### config.mk
export PLATFORM = sky130hd
export DESIGN_NAME = epiu_top
export DESIGN_NICKNAME = d
export VERILOG_FILES = /design/src/rtl/epiu_pkg.sv /design/src/rtl/epiu_top.sv
export VERILOG_INCLUDE_DIRS = /design/src /design/src/rtl
export SDC_FILE = /design/constraint.sdc
export NUM_CORES = 1
export LEC_CHECK = 0
export BUFFER_PORTS_ARGS = -buffer_cell sky130_fd_sc_hd__buf_2
export CORE_ASPECT_RATIO = 0.9
export CORE_MARGIN = 2
export CORE_UTILIZATION = 48
export DETAILED_ROUTE_END_ITERATION = 10
export PLACE_DENSITY = 0.85
export SYNTH_ARGS = -nofsm -noshare
export SYNTH_HDL_FRONTEND = slang
export SYNTH_SLANG_ARGS = --single-unit
### constraint.sdc
create_clock -name clk_i -period 3 [get_ports clk_i]
set_input_delay 0.45 -clock clk_i [delete_from_list [all_inputs] [get_ports clk_i]]
set_output_delay 0.45 -clock clk_i [all_outputs]
set_load 0.01 [all_outputs]
### src/rtl/epiu_cfg.svh
// Register offsets, field positions and reset values of the pin interrupt unit
// Assumes inclusion by the top module and the bench only
`ifndef EPIU_CFG_SVH
`define EPIU_CFG_SVH
`define EPIU_OFF_SENSE 12'h000
`define EPIU_OFF_MASK 12'h004
`define EPIU_OFF_FLAGS 12'h008
`define EPIU_OFF_PCM_UP 12'h00C
`define EPIU_OFF_PCM_LO 12'h010
`define EPIU_OFF_CORE 12'h014
`define EPIU_OFF_ACK 12'h018
`define EPIU_OFF_IMASK 12'h01C
`define EPIU_BIT_DED 0
`define EPIU_BIT_LO 4
`define EPIU_BIT_UP 5
`define EPIU_BIT_GIE 0
`define EPIU_RST_REG 8'h00
`endif

### src/rtl/epiu_pkg.sv
// Types of the pin interrupt unit
// Assumes epiu_cfg.svh is on the include path
package epiu_pkg;
   typedef enum logic [1:0] {
      EPIU_SENSE_LOW = 2'b00,
      EPIU_SENSE_ANY = 2'b01,
      EPIU_SENSE_FALL = 2'b10,
      EPIU_SENSE_RISE = 2'b11
   } epiu_sense_type;
   typedef enum logic [1:0] {
      EPIU_VEC_NONE = 2'b00,
      EPIU_VEC_DED = 2'b01,
      EPIU_VEC_LO = 2'b10,
      EPIU_VEC_UP = 2'b11
   } epiu_vec_type;
endpackage : epiu_pkg

### src/rtl/epiu_top.sv
// External pin and pin-change interrupt unit with an APB register slave
// Assumes a single 100 MHz clock; pins are taken as synchronous inputs
//
// How it works
// - Sense bits select low level, any change, falling or rising edge.
// - Low level with pin enabled keeps the request raised while low.
// - Edges use the clock; low level is seen combinationally for wake-up.
// - Pin-change wake term is formed without the clock, then registered to wake_o.
// - Upper group fires on enabled pins 15..8, lower on pins 7..0.
// - Pin activity triggers regardless of the pin direction.
// - Dedicated pin is sampled first; pulses over one clock are caught.
// - A wake level gone before start-up gives no interrupt.
// - Dedicated vector needs mask bit 0 and the global flag; irq_o needs a set flag with its imask bit (0, 4 or 5), not the global flag.
// - Group enables at mask bits 5 and 4, gated by global flag.
// - Upper pin-change mask bits enable inputs 15 to 8.
// - Events set flag bits 5, 4 and 0.
// - Flags clear on vector entry or on a written one.
// - Dedicated flag reads zero while level sensing.
// - Flag, enable and global flag together vector the core.
// - Lower pin-change mask bits enable inputs 7 to 0.
//
// The placing of the registers and the APB interface to the registers are this design's own decisions.
`timescale 1ns/1ps
`include "epiu_cfg.svh"
module epiu_top #(
   parameter int PINS = 16
) (
   input wire logic clk_i,
   input wire logic nrst_i,
   input wire logic psel_i,
   input wire logic penable_i,
   input wire logic pwrite_i,
   input wire logic [11:0] paddr_i,
   input wire logic [31:0] pwdata_i,
   output logic [31:0] prdata_o,
   output logic pready_o,
   output logic pslverr_o,
   input wire logic dedicated_irq_pin_i,
   input wire logic [PINS-1:0] pin_change_inputs_i,
   output logic [1:0] vector_o,
   output logic vector_valid_o,
   output logic irq_o,
   output logic wake_o
);
   import epiu_pkg::*;

   // ----------------------------------------------------------------
   // Registers
   // ----------------------------------------------------------------
   logic [7:0] sense_q, sense_d;
   logic [7:0] mask_q, mask_d;
   logic [7:0] flags_q, flags_d;
   logic [7:0] pcm_up_q, pcm_up_d;
   logic [7:0] pcm_lo_q, pcm_lo_d;
   logic [7:0] imask_q, imask_d;
   logic gie_q, gie_d;
   logic [31:0] prdata_q, prdata_d;
   logic pready_q, pready_d;
   logic pslverr_q, pslverr_d;
   logic ded_s_q, ded_s_d;
   logic ded_p_q, ded_p_d;
   logic [PINS-1:0] pc_lat_q, pc_lat_d;
   logic [PINS-1:0] pc_syn_q, pc_syn_d;
   logic [PINS-1:0] pc_prev_q, pc_prev_d;
   logic [1:0] vec_q, vec_d;
   logic vecv_q, vecv_d;
   logic irq_q, irq_d;
   logic wake_q, wake_d;

   epiu_sense_type sense;
   logic wr, rd, ded_ev, lo_ev, up_ev, level_mode, ded_level_req;
   logic [7:0] ack, w1c, set_bits, flag_view, pend;
   logic [PINS-1:0] pc_toggle;

   function automatic logic addr_is(input logic [11:0] a,
                                    input logic [11:0] off);
      addr_is = (a == off);
   endfunction : addr_is

   // Unmapped offsets answer with an error in either direction
   function automatic logic addr_known(input logic [11:0] a);
      addr_known = 1'b0;
      if (a[1:0] == 2'b00 && a <= `EPIU_OFF_IMASK) begin
         addr_known = 1'b1;
      end
   endfunction : addr_known

   assign sense = epiu_sense_type'(sense_q[1:0]);
   // Writes land on the edge that completes the transfer, reads one ahead
   assign wr = psel_i && penable_i && pwrite_i && pready_q;
   assign rd = psel_i && penable_i && !pwrite_i && !pready_q;
   assign level_mode = (sense == EPIU_SENSE_LOW);

   // ----------------------------------------------------------------
   // Event detection
   // ----------------------------------------------------------------
   always_comb begin
      ded_s_d = dedicated_irq_pin_i;
      ded_p_d = ded_s_q;
      pc_lat_d = pin_change_inputs_i;
      pc_syn_d = pc_lat_q;
      pc_prev_d = pc_syn_q;
      pc_toggle = pc_syn_q ^ pc_prev_q;
      lo_ev = |(pc_toggle[7:0] & pcm_lo_q);
      up_ev = |(pc_toggle[15:8] & pcm_up_q);
      ded_ev = 1'b0;
      case (sense)
         EPIU_SENSE_ANY: ded_ev = ded_s_q ^ ded_p_q;
         EPIU_SENSE_FALL: ded_ev = ded_p_q && !ded_s_q;
         EPIU_SENSE_RISE: ded_ev = !ded_p_q && ded_s_q;
         default: ded_ev = 1'b0;
      endcase
      // Level request follows the sampled pin, so a vanished level is
      // no request
      ded_level_req = level_mode && !ded_s_q;
      // Asynchronous wake terms, registered only for the output
      wake_d = (level_mode && mask_q[`EPIU_BIT_DED]
                && !dedicated_irq_pin_i)
               || (mask_q[`EPIU_BIT_LO] && (|(pcm_lo_q
                   & (pin_change_inputs_i[7:0] ^ pc_syn_q[7:0]))))
               || (mask_q[`EPIU_BIT_UP] && (|(pcm_up_q
                   & (pin_change_inputs_i[15:8] ^ pc_syn_q[15:8]))));
   end

   // ----------------------------------------------------------------
   // Flags, service and register bus
   // ----------------------------------------------------------------
   always_comb begin
      sense_d = sense_q;
      mask_d = mask_q;
      pcm_up_d = pcm_up_q;
      pcm_lo_d = pcm_lo_q;
      imask_d = imask_q;
      gie_d = gie_q;
      prdata_d = prdata_q;
      pslverr_d = psel_i && penable_i && !pready_q && !addr_known(paddr_i);
      pready_d = psel_i && penable_i && !pready_q;
      ack = 8'h00;
      w1c = 8'h00;
      if (wr) begin
         if (addr_is(paddr_i, `EPIU_OFF_SENSE)) begin
            sense_d = {6'h00, pwdata_i[1:0]};
         end else if (addr_is(paddr_i, `EPIU_OFF_MASK)) begin
            mask_d = pwdata_i[7:0] & 8'h31;
         end else if (addr_is(paddr_i, `EPIU_OFF_FLAGS)) begin
            w1c = pwdata_i[7:0];
         end else if (addr_is(paddr_i, `EPIU_OFF_PCM_UP)) begin
            pcm_up_d = pwdata_i[7:0];
         end else if (addr_is(paddr_i, `EPIU_OFF_PCM_LO)) begin
            pcm_lo_d = pwdata_i[7:0];
         end else if (addr_is(paddr_i, `EPIU_OFF_CORE)) begin
            gie_d = pwdata_i[`EPIU_BIT_GIE];
         end else if (addr_is(paddr_i, `EPIU_OFF_ACK)) begin
            ack = pwdata_i[7:0];
         end else if (addr_is(paddr_i, `EPIU_OFF_IMASK)) begin
            imask_d = pwdata_i[7:0] & 8'h31;
         end
      end
      // Flags set regardless of the global flag; set beats clear
      set_bits = 8'h00;
      set_bits[`EPIU_BIT_DED] = ded_ev;
      set_bits[`EPIU_BIT_LO] = lo_ev;
      set_bits[`EPIU_BIT_UP] = up_ev;
      flags_d = ((flags_q & ~(w1c | ack)) | set_bits) & 8'h31;
      if (level_mode) begin
         flags_d[`EPIU_BIT_DED] = 1'b0;
      end
      flag_view = flags_q;
      flag_view[`EPIU_BIT_DED] = flags_q[`EPIU_BIT_DED] && !level_mode;
      pend = flag_view & mask_q;
      pend[`EPIU_BIT_DED] = (flag_view[`EPIU_BIT_DED] || ded_level_req)
                            && mask_q[`EPIU_BIT_DED];
      // Fixed priority: dedicated pin, then lower, then upper
      vecv_d = gie_q && (|pend);
      if (pend[`EPIU_BIT_DED]) begin
         vec_d = EPIU_VEC_DED;
      end else if (pend[`EPIU_BIT_LO]) begin
         vec_d = EPIU_VEC_LO;
      end else if (pend[`EPIU_BIT_UP]) begin
         vec_d = EPIU_VEC_UP;
      end else begin
         vec_d = EPIU_VEC_NONE;
      end
      irq_d = |(flag_view & imask_q);
      if (rd) begin
         if (addr_is(paddr_i, `EPIU_OFF_SENSE)) begin
            prdata_d = {24'h000000, sense_q};
         end else if (addr_is(paddr_i, `EPIU_OFF_MASK)) begin
            prdata_d = {24'h000000, mask_q};
         end else if (addr_is(paddr_i, `EPIU_OFF_FLAGS)) begin
            prdata_d = {24'h000000, flag_view};
         end else if (addr_is(paddr_i, `EPIU_OFF_PCM_UP)) begin
            prdata_d = {24'h000000, pcm_up_q};
         end else if (addr_is(paddr_i, `EPIU_OFF_PCM_LO)) begin
            prdata_d = {24'h000000, pcm_lo_q};
         end else if (addr_is(paddr_i, `EPIU_OFF_CORE)) begin
            prdata_d = {31'h00000000, gie_q};
         end else if (addr_is(paddr_i, `EPIU_OFF_IMASK)) begin
            prdata_d = {24'h000000, imask_q};
         end else if (addr_is(paddr_i, `EPIU_OFF_ACK)) begin
            prdata_d = 32'h00000000;
         end else begin
            prdata_d = 32'h00000000;
         end
      end
   end

   always_ff @(posedge clk_i) begin
      if (!nrst_i) begin
         sense_q <= `EPIU_RST_REG;
         mask_q <= `EPIU_RST_REG;
         flags_q <= `EPIU_RST_REG;
         pcm_up_q <= `EPIU_RST_REG;
         pcm_lo_q <= `EPIU_RST_REG;
         imask_q <= `EPIU_RST_REG;
         gie_q <= 1'b0;
         prdata_q <= 32'h00000000;
         pready_q <= 1'b0;
         pslverr_q <= 1'b0;
         ded_s_q <= 1'b1;
         ded_p_q <= 1'b1;
         pc_lat_q <= '0;
         pc_syn_q <= '0;
         pc_prev_q <= '0;
         vec_q <= 2'b00;
         vecv_q <= 1'b0;
         irq_q <= 1'b0;
         wake_q <= 1'b0;
      end else begin
         sense_q <= sense_d;
         mask_q <= mask_d;
         flags_q <= flags_d;
         pcm_up_q <= pcm_up_d;
         pcm_lo_q <= pcm_lo_d;
         imask_q <= imask_d;
         gie_q <= gie_d;
         prdata_q <= prdata_d;
         pready_q <= pready_d;
         pslverr_q <= pslverr_d;
         ded_s_q <= ded_s_d;
         ded_p_q <= ded_p_d;
         pc_lat_q <= pc_lat_d;
         pc_syn_q <= pc_syn_d;
         pc_prev_q <= pc_prev_d;
         vec_q <= vec_d;
         vecv_q <= vecv_d;
         irq_q <= irq_d;
         wake_q <= wake_d;
      end
   end

   assign prdata_o = prdata_q;
   assign pready_o = pready_q;
   assign pslverr_o = pslverr_q;
   assign vector_o = vec_q;
   assign vector_valid_o = vecv_q;
   assign irq_o = irq_q;
   assign wake_o = wake_q;

   // ----------------------------------------------------------------
   // Checks
   // ----------------------------------------------------------------
   fall_sets_flag_a: assert property (
      @(posedge clk_i) disable iff (!nrst_i)
      (sense == EPIU_SENSE_FALL && ded_p_q && !ded_s_q && !wr)
      |=> flags_q[0])
      else $error("falling edge did not set flag");
   level_holds_a: assert property (
      @(posedge clk_i) disable iff (!nrst_i)
      (level_mode && mask_q[0] && gie_q && !ded_s_q && !wr)
      |=> vecv_q && vec_q == EPIU_VEC_DED)
      else $error("low level not requesting");
   pulse_caught_a: assert property (
      @(posedge clk_i) disable iff (!nrst_i)
      (sense == EPIU_SENSE_ANY && $changed(dedicated_irq_pin_i)
       && !wr && !$past(wr)) |-> ##2 flags_q[0])
      else $error("toggle pulse missed");
   upper_group_a: assert property (
      @(posedge clk_i) disable iff (!nrst_i)
      (|(pc_toggle[15:8] & pcm_up_q)) |=> flags_q[5])
      else $error("upper group flag not set");
   lower_group_a: assert property (
      @(posedge clk_i) disable iff (!nrst_i)
      (|(pc_toggle[7:0] & pcm_lo_q)) |=> flags_q[4])
      else $error("lower group flag not set");
   gie_gates_a: assert property (
      @(posedge clk_i) disable iff (!nrst_i)
      !gie_q |=> !vecv_q)
      else $error("vector without global flag");
   level_flag_zero_a: assert property (
      @(posedge clk_i) disable iff (!nrst_i)
      level_mode |=> !flags_q[0] || !level_mode)
      else $error("flag set in level mode");
   ack_clears_a: assert property (
      @(posedge clk_i) disable iff (!nrst_i)
      (wr && addr_is(paddr_i, `EPIU_OFF_ACK) && pwdata_i[5] && !up_ev)
      |=> !flags_q[5])
      else $error("vector entry did not clear flag");
   group_mask_a: assert property (
      @(posedge clk_i) disable iff (!nrst_i)
      (!mask_q[5] && !mask_q[4] && !mask_q[0]) |=> !vecv_q)
      else $error("vector with all enables off");
   rise_sets_flag_a: assert property (
      @(posedge clk_i) disable iff (!nrst_i)
      (sense == EPIU_SENSE_RISE && !ded_p_q && ded_s_q) |=> flags_q[0])
      else $error("rising edge did not set flag");
   fall_only_a: assert property (
      @(posedge clk_i) disable iff (!nrst_i)
      (sense == EPIU_SENSE_FALL && !flags_q[0] && !(ded_p_q && !ded_s_q))
      |=> !flags_q[0])
      else $error("flag set without falling edge");
   w1c_clears_a: assert property (
      @(posedge clk_i) disable iff (!nrst_i)
      (wr && addr_is(paddr_i, `EPIU_OFF_FLAGS) && pwdata_i[0] && !ded_ev)
      |=> !flags_q[0])
      else $error("written one did not clear flag");
   upper_mask_off_a: assert property (
      @(posedge clk_i) disable iff (!nrst_i)
      (!(|(pc_toggle[15:8] & pcm_up_q)) && !flags_q[5]) |=> !flags_q[5])
      else $error("masked upper input set flag");
   lower_mask_off_a: assert property (
      @(posedge clk_i) disable iff (!nrst_i)
      (!(|(pc_toggle[7:0] & pcm_lo_q)) && !flags_q[4]) |=> !flags_q[4])
      else $error("masked lower input set flag");
   lower_vector_a: assert property (
      @(posedge clk_i) disable iff (!nrst_i)
      (gie_q && flags_q[4] && mask_q[4] && !mask_q[0])
      |=> vecv_q && vec_q == EPIU_VEC_LO)
      else $error("lower group not vectored");
   ded_enable_a: assert property (
      @(posedge clk_i) disable iff (!nrst_i)
      !mask_q[0] |=> vec_q != EPIU_VEC_DED)
      else $error("dedicated vector while disabled");
   pc_wake_a: assert property (
      @(posedge clk_i) disable iff (!nrst_i)
      (mask_q[5] && (|(pcm_up_q
       & (pin_change_inputs_i[15:8] ^ pc_syn_q[15:8])))) |=> wake_q)
      else $error("pin change gave no wake");
   level_wake_a: assert property (
      @(posedge clk_i) disable iff (!nrst_i)
      (level_mode && mask_q[0] && !dedicated_irq_pin_i) |=> wake_q)
      else $error("low level gave no wake");
   level_gone_a: assert property (
      @(posedge clk_i) disable iff (!nrst_i)
      (level_mode && ded_s_q) |=> vec_q != EPIU_VEC_DED)
      else $error("vanished level still vectored");
endmodule : epiu_top

Yosys cells after proc, flatten, opt, wreduce, memory -nomap -nowiden:

Cells that the tools add are included.

* flip-flop bits (word level): 117
* latch bits: 0
* bits in writable memories: 0
* ROM bits: 0
* input bits: 66
* output and inout bits: 39
* memories kept: 0

* $add $sub $neg: 0
* multipliers: 0
* divide/modulo/power cells: 0
* $lt $le $gt $ge: 1
* equal/unequal tests: 10
* shift-type cells: 0
* muxes and demuxes: 24
* bitwise operators: 22
* reduce and logical (&&, ||, !) cells: 45

Operators with widths (count)
* 6-bit 2-to-1 mux: 14
* 12-bit by 5-bit == test with 1-bit output (second input constant): 4
* 8-bit OR reduction: 6
* 8-bit 2-to-1 mux: 5
* 8-bit bitwise AND: 4
* 12-bit by 4-bit == test with 1-bit output (second input constant): 2
* 6-bit bitwise AND: 3
* 1-bit logical AND: 18
* 16-bit bitwise XOR: 1
* 8-bit bitwise XOR: 2
* 12-bit by 3-bit == test with 1-bit output (second input constant): 1
* 12-bit by 5-bit less-or-equal comparator with 1-bit output (second input constant): 1
* 12-bit logical NOT: 1
* 6-bit OR: 2
* 9-bit AND reduction: 1
* 1-bit NOT: 8
* 1-bit logical NOT: 7
* 7-bit AND reduction: 1
* 6-bit NOT: 1
* 6-bit AND reduction: 1
* 5-bit AND reduction: 1
* 2-bit == test (second input constant): 2
* 2-bit logical NOT: 2
* 2-bit 2-to-1 mux: 2
* 8 further kinds: 12

Longest topological paths before layout:

Gate-level depths: netlist (run 1).

* depth after elaboration: 13
* gate-level depth with buffers: 7

Least setup slack after synthesis (run 1):

Ideal clock, no wire load.

* kind: input to register
* start point: input paddr_i[8]
* end point: register flags_q[0]
* library setup time: 0.119 ns
* arrival: 1.749 ns
* required time: 2.881 ns
* slack: 1.132 ns
* stages: 6
* path buffers: 1
* cells stage by stage: nor4_4 > and3_1 > clkbuf_1 > nor3b_1 > a21boi_0 > o221a_2

* longest elaborated chain between the ends: 13
* elaborated cells on any way between the ends: 23
* those cells by class: 6 x eq/ne; 12 x mux; 4 x bitwise; 1 x reduce/logical

Ends and longest elaborated chain
* from (decl): RTL line epiu_top.sv:33 `input wire logic [11:0] paddr_i,`
* 12-bit by 5-bit == test with 1-bit output
* 6-bit 2-to-1 mux: RTL line epiu_top.sv:153 `` end else if (addr_is(paddr_i, `EPIU_OFF_ACK)) begin ``
* 6-bit 2-to-1 mux: RTL line epiu_top.sv:151 `` end else if (addr_is(paddr_i, `EPIU_OFF_CORE)) begin ``
* 6-bit 2-to-1 mux: RTL line epiu_top.sv:149 `` end else if (addr_is(paddr_i, `EPIU_OFF_PCM_LO)) begin ``
* 6-bit 2-to-1 mux: RTL line epiu_top.sv:147 `` end else if (addr_is(paddr_i, `EPIU_OFF_PCM_UP)) begin ``
* 6-bit 2-to-1 mux: RTL line epiu_top.sv:145 `` end else if (addr_is(paddr_i, `EPIU_OFF_FLAGS)) begin ``
* 6-bit 2-to-1 mux: RTL line epiu_top.sv:143 `` end else if (addr_is(paddr_i, `EPIU_OFF_MASK)) begin ``
* 6-bit 2-to-1 mux: RTL line epiu_top.sv:141 `` if (addr_is(paddr_i, `EPIU_OFF_SENSE)) begin ``
* 6-bit 2-to-1 mux: RTL line epiu_top.sv:140 `if (wr) begin`
* 6-bit OR (*): RTL line epiu_top.sv:164 `flags_d = ((flags_q & ~(w1c | ack)) | set_bits) & 8'h31;`
* 6-bit NOT (*): RTL line epiu_top.sv:164
* 6-bit bitwise AND (*): RTL line epiu_top.sv:164
* 6-bit OR (*): RTL line epiu_top.sv:164
* to (signal assigned): RTL line epiu_top.sv:212 `` flags_q <= `EPIU_RST_REG; ``
* to (signal assigned): RTL line epiu_top.sv:232 `flags_q <= flags_d;`
* to (decl): RTL line epiu_top.sv:52 `logic [7:0] flags_q, flags_d;`

Mark *: on every way between the ends. The rest lies on a longest branch, timed or not.
A chain may end at the register's enable or synchronous reset.

Final worst setup path (run 1):

* start point: register pready_q (netlist: pready_o)
* end point: register pcm_up_q[0]

* longest elaborated chain between the ends: 2

Ends and longest elaborated chain
* from (decl): RTL line epiu_top.sv:58 `logic pready_q, pready_d;`
* from (signal assigned): RTL line epiu_top.sv:238 `pready_q <= pready_d;`
* 1-bit logical AND: RTL line epiu_top.sv:90 `assign wr = psel_i && penable_i && pwrite_i && pready_q;`
* 5-bit AND reduction (no source line)
* to (signal assigned): RTL line epiu_top.sv:213 `` pcm_up_q <= `EPIU_RST_REG; ``
* to (signal assigned): RTL line epiu_top.sv:233 `pcm_up_q <= pcm_up_d;`
* to (decl): RTL line epiu_top.sv:53 `logic [7:0] pcm_up_q, pcm_up_d;`

Every way passes these cells.

==> key figures, run 1 <==
GRT
  • Total Routing Usage GR: 0.1916
  • Initial antenna violation count: 0
  • Vias in the first global route: 2,829
  • GR Overflow Total: 0
  • Global-route wire length before repair: 13,840 µm
  • Largest net degree at the start of global routing: 80

Yosys
  • Mapped Cells: 408
  • Mapped cell area: 4034 µm²
  • Yosys top cell by area: dfxtp_1
  • Post-synth cell types: 48
  • Most used flip-flop cell after synthesis: dfxtp_1
  • Synth warnings: 0
  • Number of flops mapped to enable cells by yosys: 0
  • FF+latch count, synth: between 90 and 100
  • Ranking of synthesized cells by area: dfxtp_1, and2_1, xor2_1
  • Syn avg cell area: 9.887 µm²
  • Top cell type's share of synthesized area: 0.4615
  • Register area share after synthesis: 0.4615
  • Ys async rst share: 0

Layout
  • Share of post-route cells with drive strength above 1: 0.1789
  • Cell Count, Final, Fillers Out: 563
  • Fin nets: 527
  • Register area: between 1500 and 2000 µm²
  • Diodes inserted: 0
  • Area of the multi-input gates: 1999 µm²
  • Layout area overhead: 11.69%
  • # fillers: 718

Pwr
  • Sw Share: 0.2304
  • Sequential Power Share: 0.548
  • Comb power frac: 0.066
  • Power Internal: 0.001794 W
  • Worst ir drop on vdd: approximately 0.42 mV
  • NetSw: 0.0005372 W
  • Clock network fraction of total power: 0.386
  • Static leakage: around 2 nW
  • Pwr dens: 517.5 nW/µm²

Floorplan
  • Boundary pin count: around 110
  • Die Y: 90.97 µm
  • Die Wd: 100.6 µm
  • Core ar.: 8107 µm²
  • Cell Rows: 31
  • Initial core utilization: 0.4976
  • Die area: about 9200 µm²

Clock tree
  • Post-CTS Setup Bufs: 0
  • CTS buffer count: 9
  • Clk sinks: 93
  • Clock latency on the worst-skew pair: 360 ps
  • Post-cts hold buffer count: 0
  • Post-CTS Resized: 0
  • Root Driver: clkbuf_8
  • TritonCTS clock tree: built
  • H-tree depth: 3
  • Clk slew on worst S/H paths: 100 ps
  • Clock Tree Buf Depth: 2

Timing
  • Min cycle time layout: between 1500 and 2000 ps
  • Unrepaired setup endpoints after global routing: false
  • Skew final: roughly 14 ps
  • Final Hold Viols: 0
  • Setup violators final: 0
  • Slew HR: 0.4874
  • Final Cycle Share: 0.6612
  • Fin. max-slew vios: 0
  • TNS Setup: 0 ps
  • Worst Tran Pin Value: 763.1 ps
  • F_max: 504.2 MHz

Worst setup path
  • Crit Path Max Fanout: 8
  • Critical path endpoint category: flip-flop
  • Critical Path AT: 2230 ps
  • Crit start category: flip-flop
  • Worst setup path category: flip-flop to flip-flop
  • Req. time, crit path: 3240 ps

Placed design
  • IO buf count: 56
  • Placed Instances: 547
  • DP HPWL: 6226 µm
  • Final RePlAce weighted congestion: between 0.9 and 1

Run
  • Max-cap violation count: 0

Drt
  • Detailed-route DRC error count: 0
  • Initial DRC Count: 183
  • Final WL: 8332 µm
  • Pre-antenna DRT Iters: 5
  • Via density: between 5 and 6
  • Routed len/inst: 14.80 µm
  • Antenna-violating nets left: 0
  • Routed vias: 2,957

Min path
  • Hold/Removal Path Class: input port to flip-flop

Status
  • Status: finished clean
critical path: stages, from the launching register on:
cell     delay [ps]
dfxtp_1         430
nand4_2         320
nor4_4          780
mux2i_1         270
nor2b_1          60
placed cells by master (no fill, tap or decap), types with 3 or more instances in the layout:
cell and n:
nand2_1 24, and2_1 50, o21a_1 3, nor2_1 4, o21ai_0 9, dfxtp_1 93
mux2i_1 25, a31oi_1 3, a22oi_1 20, clkbuf_8 9, o211ai_1 3, xor2_1 32
inv_1 5, conb_1 24, buf_2 56, nor2b_1 29, a21oi_1 4, nor3_1 6
a21boi_0 5, nand2b_1 6, nand3_1 9, nand4_1 5
synthesized netlist by cell type, types with 3 or more instances:
library cell / instances
o21ai_0: 9
nand2b_1: 6
and2_1: 50
a22oi_1: 20
nand3_1: 9
nor2_1: 4
a21boi_0: 5
nor2b_1: 29
clkbuf_1: 16
o21a_1: 3
o211ai_1: 3
a31oi_1: 3
dfxtp_1: 93
nand4_1: 5
inv_1: 5
a21oi_1: 4
nand2_1: 24
buf_4: 24
xor2_1: 32
mux2i_1: 25
nor3_1: 6
layout make-up:
type,instances,area share
multi-input combinational,293,0.4438
tap,99,0.02749
clock buffer,10,0.02833
timing repair buffer,57,0.06387
sequential,93,0.4132
clock inverter,6,0.01916
inverter,5,0.004166
cells by family (layout without fill, tap and decap cells):
logic type / after synthesis / in the layout / synth area share
buf+inv: 45 / 78 / 0.06421
simple gates: 151 / 151 / 0.2305
mux: 27 / 27 / 0.06762
flops: 93 / 93 / 0.4615
other cells: 1 / 24 / 0.0009296
compound gates: 57 / 57 / 0.09957
fa+ha+maj: 2 / 2 / 0.006202
xor+xnor: 32 / 32 / 0.06948
through the flow:
step | utilization | cell area, µm² | hold WS, ps | power [W] | setup WS (ps)
final | 0.5558 | 4506 | 320.9 | 0.002332 | 1016
after global routing | 0.5558 | 4506 | 308.8 | 0.002424 | 885.0
after CTS | 0.5558 | 4506 | 300.7 | 0.002353 | 1037
after detailed placement | 0.5294 | 4292 | 418.4 | 0.001460 | 757.4
after global placement | 0.5294 | 4292 | 414.2 | 0.001455 | 746.7
after floorplan | - | 4120 | 411.9 | 0.001420 | 1132
registers in the layout (all words and copies together) (netlist names), 2 cells and up:
register	flops
imask_q	3
pc_lat_q	16
flags_q	3
vector_o	2
prdata_o	8
mask_q	3
pcm_lo_q	8
sense_q	2
pc_prev_q	16
pc_prev_d	16
pcm_up_q	8
power by group through the flow:
stage / clock network, W / logic, W / registers [W]
after CTS: 0.000921 / 0.000154 / 0.00128
after global placement: 0 / 0.000150 / 0.00130
after floorplan: 0 / 0.000116 / 0.00130
after detailed placement: 0 / 0.000153 / 0.00131
after global routing: 0.000970 / 0.000173 / 0.00128
final: 0.000901 / 0.000154 / 0.00128
worst paths after layout:
kind | startpoint | end | slack [ps] | depth (start not counted)
worst min register to register | pc_lat_q[5]$_SDFF_PN0_ | pc_prev_d[5]$_SDFF_PN0_ | 440 | 1
worst max-delay path | pready_o$_SDFF_PN0_ | pcm_up_q[0]$_SDFFE_PN0P_ | 1020 | 4
worst min-delay path | pin_change_inputs_i[9] | pc_lat_q[9]$_SDFF_PN0_ | 320 | 2
worst max register to register | pready_o$_SDFF_PN0_ | pcm_up_q[0]$_SDFFE_PN0P_ | 1020 | 4
metal layers:
metal	global-route usage	vias to the layer above	part of all wire
met5	0	-	0
met1	0.2600	1411	0.47
met2	0.2994	89	0.47
met3	0.05466	11	0.051
met4	0.04795	0	0.014
li1	-	1446	-
No activity file was read; power rests on OpenSTA's default activity.
==> run 2, diff against run 1 <==
--- a/config.mk
+++ b/config.mk
@@ -9,9 +9,9 @@
 export BUFFER_PORTS_ARGS = -buffer_cell sky130_fd_sc_hd__buf_2
 export CORE_ASPECT_RATIO = 0.9
 export CORE_MARGIN = 2
-export CORE_UTILIZATION = 48
+export CORE_UTILIZATION = 47
 export DETAILED_ROUTE_END_ITERATION = 10
-export PLACE_DENSITY = 0.85
+export PLACE_DENSITY = 0.86
 export SYNTH_ARGS = -nofsm -noshare
 export SYNTH_HDL_FRONTEND = slang
 export SYNTH_SLANG_ARGS = --single-unit
==> constraint.sdc (replaced) <==
create_clock -name clk_i -period 1.8 [get_ports clk_i]
set_input_delay 0.27 -clock clk_i [delete_from_list [all_inputs] [get_ports clk_i]]
set_output_delay 0.27 -clock clk_i [all_outputs]
set_load 0.01 [all_outputs]
==> run 2 against run 1 <==
Critical path depth is 2 higher. Clock-buffer cell count increased by 1. Sequential share of layout area shrank 1.8 points. Cell area up 4.6%. Core utilization increased by 0.23 points. Power rose by 64%. Fmax grew 22%. Combinational power grew 78%. Clock skew down 7.1 ps. Hold slack worse by 200 ps. Final cell count rose by 7.8%. Critical endpoint is now pcm_up_q[1]$_SDFFE_PN0P_. Highest routed layer unchanged.
==> key figures, run 2 (synthesis gave the netlist of run 1 again) <==
Status
  • Status: finished clean

Timing
  • Min cycle time layout: 1623 ps (-360.5 ps)
  • Skew final: 7.418 ps (-7.064 ps)
  • Fin. max-slew vios: 0 (unchanged)
  • F_max: 616.2 MHz (+22%)
  • Unrepaired setup endpoints after global routing: false
  • TNS Setup: 0 ps (unchanged)
  • Final Cycle Share: 0.9016 (+0.2405)
  • Setup violators final: 0 (unchanged)
  • Hold slack final: 122.6 ps (-198.4 ps)
  • Final Hold Viols: 0 (unchanged)

Clock tree
  • Clk slew on worst S/H paths: 90 ps (about the same)
  • Clock Tree Buf Depth: 2 (unchanged)
  • Post-cts hold buffer count: 0 (unchanged)
  • TritonCTS clock tree: built
  • Clk sinks: 93 (unchanged)
  • Root Driver: clkbuf_8
  • CTS buffer count: 9 (unchanged)
  • Post-CTS Resized: 0 (unchanged)
  • Post-CTS Setup Bufs: 0 (unchanged)
  • H-tree depth: 3 (unchanged)
  • Clock latency on the worst-skew pair: 360 ps (about the same)

GRT
  • Global-route wire length before repair: 14,170 µm (+2.3%)
  • Largest net degree at the start of global routing: 45 (-44%)
  • Vias in the first global route: 2,985 (+5.5%)
  • Initial antenna violation count: 0 (unchanged)
  • Total Routing Usage GR: 0.1965 (+0.004954)
  • GR Overflow Total: 0 (unchanged)

Layout
  • Register area: 1862 µm² (unchanged)
  • Final core occ: 0.5581 (+0.002261)
  • Area of the multi-input gates: 1999 µm² (unchanged)
  • Diodes inserted: 0 (unchanged)
  • Layout area overhead: 16.87%
  • Most frequent cells in the layout: dfxtp_1, buf_2, and2_1
  • Commonest non-fill, non-tap cell in the layout: dfxtp_1
  • # fillers: 759 (+5.7%)
  • Fin nets: 552 (+4.7%)
  • Share of post-route cells with drive strength above 1: 0.2193 (+0.04038)

Worst setup path
  • Critical Path AT: 1870 ps (-360 ps)
  • Req. time, crit path: 2050 ps (-1190 ps)
  • Critical path endpoint category: flip-flop
  • Worst setup path category: flip-flop to flip-flop
  • Crit Path Max Fanout: 6 (-2)
  • Crit start category: flip-flop

Floorplan
  • Die Wd: 101.7 µm (+1.0%)
  • Boundary pin count: 105 (unchanged)
  • Core ar.: 8448 µm² (+4.2%)
  • Die Y: 91.89 µm (+1.0%)
  • Die area: 9341 µm² (+2.0%)
  • Cell Rows: 32 (+3.2%)
  • Initial core utilization: 0.4775 (-0.02012)

Drt
  • Initial DRC Count: 160 (-13%)
  • WL met3: 464 µm (+9.4%)
  • Routed len/inst: 14.08 µm (-4.8%)
  • Antenna-violating nets left: 0 (unchanged)
  • Met1 wire length: 3963 µm (+1.4%)
  • Routed vias: 3,033 (+2.6%)
  • Detailed-route DRC error count: 0 (unchanged)
  • Final WL: 8548 µm (+2.6%)
  • Via density: 4.997 (-4.9%)
  • Pre-antenna DRT Iters: 4 (-1)
  • Top layer in use: met4
  • Met2 wire len: 3943 µm (+1.6%)

Placed design
  • Final RePlAce weighted congestion: 0.8511 (-7.5%)
  • IO buf count: 56 (unchanged)
  • DP HPWL: 6487 µm (+4.2%)

Run
  • Max-cap violation count: 0 (unchanged)

Pwr
  • Total power: 0.003815 W (+64%)
  • Worst ir drop on vdd: 0.4167 mV (about the same)
  • Pwr dens: 809.1 nW/µm² (+56%)
  • Static leakage: 2.078 nW (+6.2%)

Min path
  • Hold/Removal Path Class: input port to flip-flop
==> run 2: changes by cell type in the layout (fill, tap and decap cells not counted), sizes merged <==
cell and change:
clkinv -1, buf +25, clkinvlp -1, bufinv -1, clkbuf +1, inv +1
==> run 2: layout make-up <==
class / instances / area share
Clock buffer: 11 / 0.02999
Sequential cell: 93 / 0.3949
Inverter: 5 / 0.003981
Clock inverter: 4 / 0.01194
Tap cell: 119 / 0.03158
Multi-Input combinational cell: 293 / 0.4241
Timing Repair Buffer: 82 / 0.1035
==> run 2: power by group <==
part / total, W / switching [W] / internal, W
Clock: 0.00141 / 0.000727 / 0.000686
Sequential: 0.00213 / 0.0000249 / 0.00210
Combinational: 0.000274 / 0.000155 / 0.000118
==> run 2: worst paths after layout <==
path | startpoint | to | slack (ps) | cells past startpoint
worst max-delay path | pready_o$_SDFF_PN0_ | pcm_up_q[1]$_SDFFE_PN0P_ | 180 | 6
worst min register to register | pc_lat_q[7]$_SDFF_PN0_ | pc_prev_d[7]$_SDFF_PN0_ | 440 | 1
worst min-delay path | dedicated_irq_pin_i | ded_p_d$_SDFF_PN1_ | 120 | 2
worst max register to register | pready_o$_SDFF_PN0_ | pcm_up_q[1]$_SDFFE_PN0P_ | 180 | 6
==> run 2: per-stage QoR <==
step,setup WS (ps),std cells,area (µm²)
2_1_floorplan,93.47,431,4120
3_3_place_gp,-48.51,592,4517
3_5_place_dp,-39.08,592,4517
4_1_cts,154.9,607,4715
5_1_grt,81.26,607,4715
6_report,177.0,607,4715
==> run 2: worst max-delay path, stage by stage (launching register included) <==
cell and delay (ps):
dfxtp_1 350, nand4_2 210, buf_4 220, nor4_4 270, buf_4 190, mux2i_1 190
nor2b_1 70
==> run 2: routing by layer <==
metal | up-vias | track usage
li1 | 1499 | -
met1 | 1439 | 0.2537
met2 | 81 | 0.3076
met3 | 14 | 0.05488
met4 | 0 | 0.08108
met5 | - | 0
==> run 3, diff against run 2 <==
==> constraint.sdc (replaced) <==
create_clock -name clk_i -period 1.8 [get_ports clk_i]
set_input_delay 0.09 -clock clk_i [delete_from_list [all_inputs] [get_ports clk_i]]
set_output_delay 0.09 -clock clk_i [all_outputs]
set_load 0.01 [all_outputs]
==> run 3 against run 2 <==
Sequential power about the same. Core utilization up 0.67 points. Final cell count up 0.66%. Clock-buffer cell count up 1. Cell area up 1.2%. Power down 0.27%. Clock skew up 9.2 ps. Non-clock buffer count up 4. Routed wire length down 0.89%. Via count down 0.46%. Critical path type unchanged.
==> key figures, run 3 (synthesis gave the netlist of run 1 again) <==
Worst setup path
  • Worst-path cell chain: nand4_2 > or4_1 > mux2i_1 > nor2b_1
  • Slowest-stage cell, CP: or4_1
  • Reg2Reg Depth: 4 (-2)
  • Critical path endpoint category: flip-flop
  • Crit-path max cell delay: 700 ps (+350 ps)
  • Crit start category: flip-flop
  • Worst setup path category: flip-flop to flip-flop
  • Req. time, crit path: 2040 ps (about the same)
  • Critical Path AT: 1960 ps (+90 ps)
  • Crit Path Max Fanout: 7 (+1)

Clock tree
  • TritonCTS clock tree: built
  • CTS buffer count: 9 (unchanged)
  • Clock latency on the worst-skew pair: 360 ps (about the same)
  • H-tree depth: 3 (unchanged)
  • Root Driver: clkbuf_8
  • Clk sinks: 93 (unchanged)
  • Post-CTS Resized: 0 (unchanged)
  • Clk slew on worst S/H paths: 90 ps (about the same)
  • Clock Tree Buf Depth: 2 (unchanged)

Timing
  • Unrepaired setup endpoints after global routing: false
  • Skew final: 16.66 ps (+9.242 ps)
  • Worst Tran Pin Value: approximately 630 ps
  • Min cycle time layout: 1718 ps (+95.18 ps)
  • Final Hold Viols: 0 (unchanged)
  • Fin. max-slew vios: 0 (unchanged)
  • Final Cycle Share: 0.9545 (+0.05288)
  • TNS Setup: 0 ps (unchanged)
  • Slew HR: 0.5771
  • Setup violators final: 0 (unchanged)
  • Hold slack final: 20.09 ps (-102.5 ps)
  • F_max: 582.0 MHz (-5.5%)

Layout
  • # fillers: 714 (-5.9%)
  • Most frequent cells in the layout: dfxtp_1, buf_2, and2_1
  • Layout area overhead: 18.27%
  • Share of post-route cells with drive strength above 1: 0.1870 (-0.03227)
  • Commonest non-fill, non-tap cell in the layout: dfxtp_1
  • Final core occ: 0.5647 (+0.006665)
  • Fin nets: 556 (+0.72%)
  • Diodes inserted: 0 (unchanged)

Drt
  • Final WL: 8472 µm (-0.89%)
  • Routed vias: 3,019 (-0.46%)
  • Pre-antenna DRT Iters: 5 (+1)
  • Routed len/inst: 13.87 µm (-1.5%)
  • Antenna-violating nets left: 0 (unchanged)
  • Via density: 4.941 (-1.1%)
  • Detailed-route DRC error count: 0 (unchanged)
  • Initial DRC Count: 173 (+8.1%)

Pwr
  • Worst ir drop on vdd: 0.5486 mV (+32%)
  • Static leakage: 2.073 nW (-0.22%)
  • Total power: 0.003804 W (-0.27%)
  • Pwr dens: 797.4 nW/µm² (-1.4%)

Placed design
  • IO buf count: 56 (unchanged)
  • Final RePlAce weighted congestion: 0.8417 (-1.1%)
  • DP HPWL: 6146 µm (-5.3%)

Floorplan
  • Core ar.: 8448 µm² (unchanged)
  • Boundary pin count: 105 (unchanged)
  • Die Wd: 101.7 µm (unchanged)
  • Die Y: 91.89 µm (unchanged)
  • Die area: 9341 µm² (unchanged)
  • Initial core utilization: 0.4775 (unchanged)
  • Cell Rows: 32 (unchanged)

Min path
  • Hold path depth: 3 (+1)
  • Hold/Removal Path Class: input port to flip-flop

GRT
  • GR Overflow Total: 0 (unchanged)
  • Vias in the first global route: 2,978 (-0.23%)
  • Largest net degree at the start of global routing: 86 (+91%)
  • Initial antenna violation count: 0 (unchanged)
  • Global-route wire length before repair: 14,080 µm (-0.63%)
  • Total Routing Usage GR: 0.1937 (-0.002838)

Run
  • Max-cap violation count: 0 (unchanged)

Status
  • Status: finished clean
[run 3: timing repair]
item / 4_1_cts / 5_1_grt
hold endpoints to repair: 17 / 0
buffers inserted: 0 / 0
hold buffers: 18 / 0
[run 3: per-stage QoR]
step	cells	cell area, µm²	worst slack (ps)
floorplan	431	4120	93.47
global placement	578	4399	129.1
detailed placement	578	4399	81.47
CTS	611	4771	69.70
global route	611	4771	11.41
finish	611	4771	81.86
[run 3: layout make-up]
cell class / instances / area (µm²) / share of cell area
repair buffers: 86 / 550.5 / 0.1154
clock inverters: 3 / 46.29 / 0.009704
inverters: 5 / 18.77 / 0.003934
flip-flops and latches: 93 / 1862 / 0.3902
clock buffers: 12 / 145.1 / 0.03042
well taps: 119 / 148.9 / 0.03121
multi-input cells: 293 / 1999 / 0.4191
[run 3: per-layer routing]
metal  global-route usage  wire [µm]  vias up
met5                    0          0        -
met1               0.2606       4041     1408
met2               0.2993       3795       88
met3              0.04726        459       18
met4              0.07320        175        0
li1                     -          -     1505
[run 3: path summary, 6_finish.rpt]
| check | endpoint | from | slack, ps |
|---|---|---|---|
| worst max-delay path | imask_q[0]$_SDFFE_PN0P_ | pready_o$_SDFF_PN0_ | 80 |
| worst min-delay path | pcm_up_q[7]$_SDFFE_PN0P_ | pwdata_i[7] | 20 |
| worst max register to register | imask_q[0]$_SDFFE_PN0P_ | pready_o$_SDFF_PN0_ | 80 |
| worst min register to register | pc_prev_d[0]$_SDFF_PN0_ | pc_lat_q[0]$_SDFF_PN0_ | 440 |
[run 3: critical path: cells and delay by family, from the launching register on]
family           cells  cell delay, ps
flip-flops           1             350
multiplexers         1             200
AND/OR/NAND/NOR      3            1040
[run 3: power by group]
group / internal, W / switching [W] / leakage [nW]
clock network: 0.000677 / 0.000709 / 0.0927
logic: 0.000133 / 0.000157 / 1.22
registers: 0.00210 / 0.0000247 / 0.758
total: 0.00291 / 0.000891 / 2.07
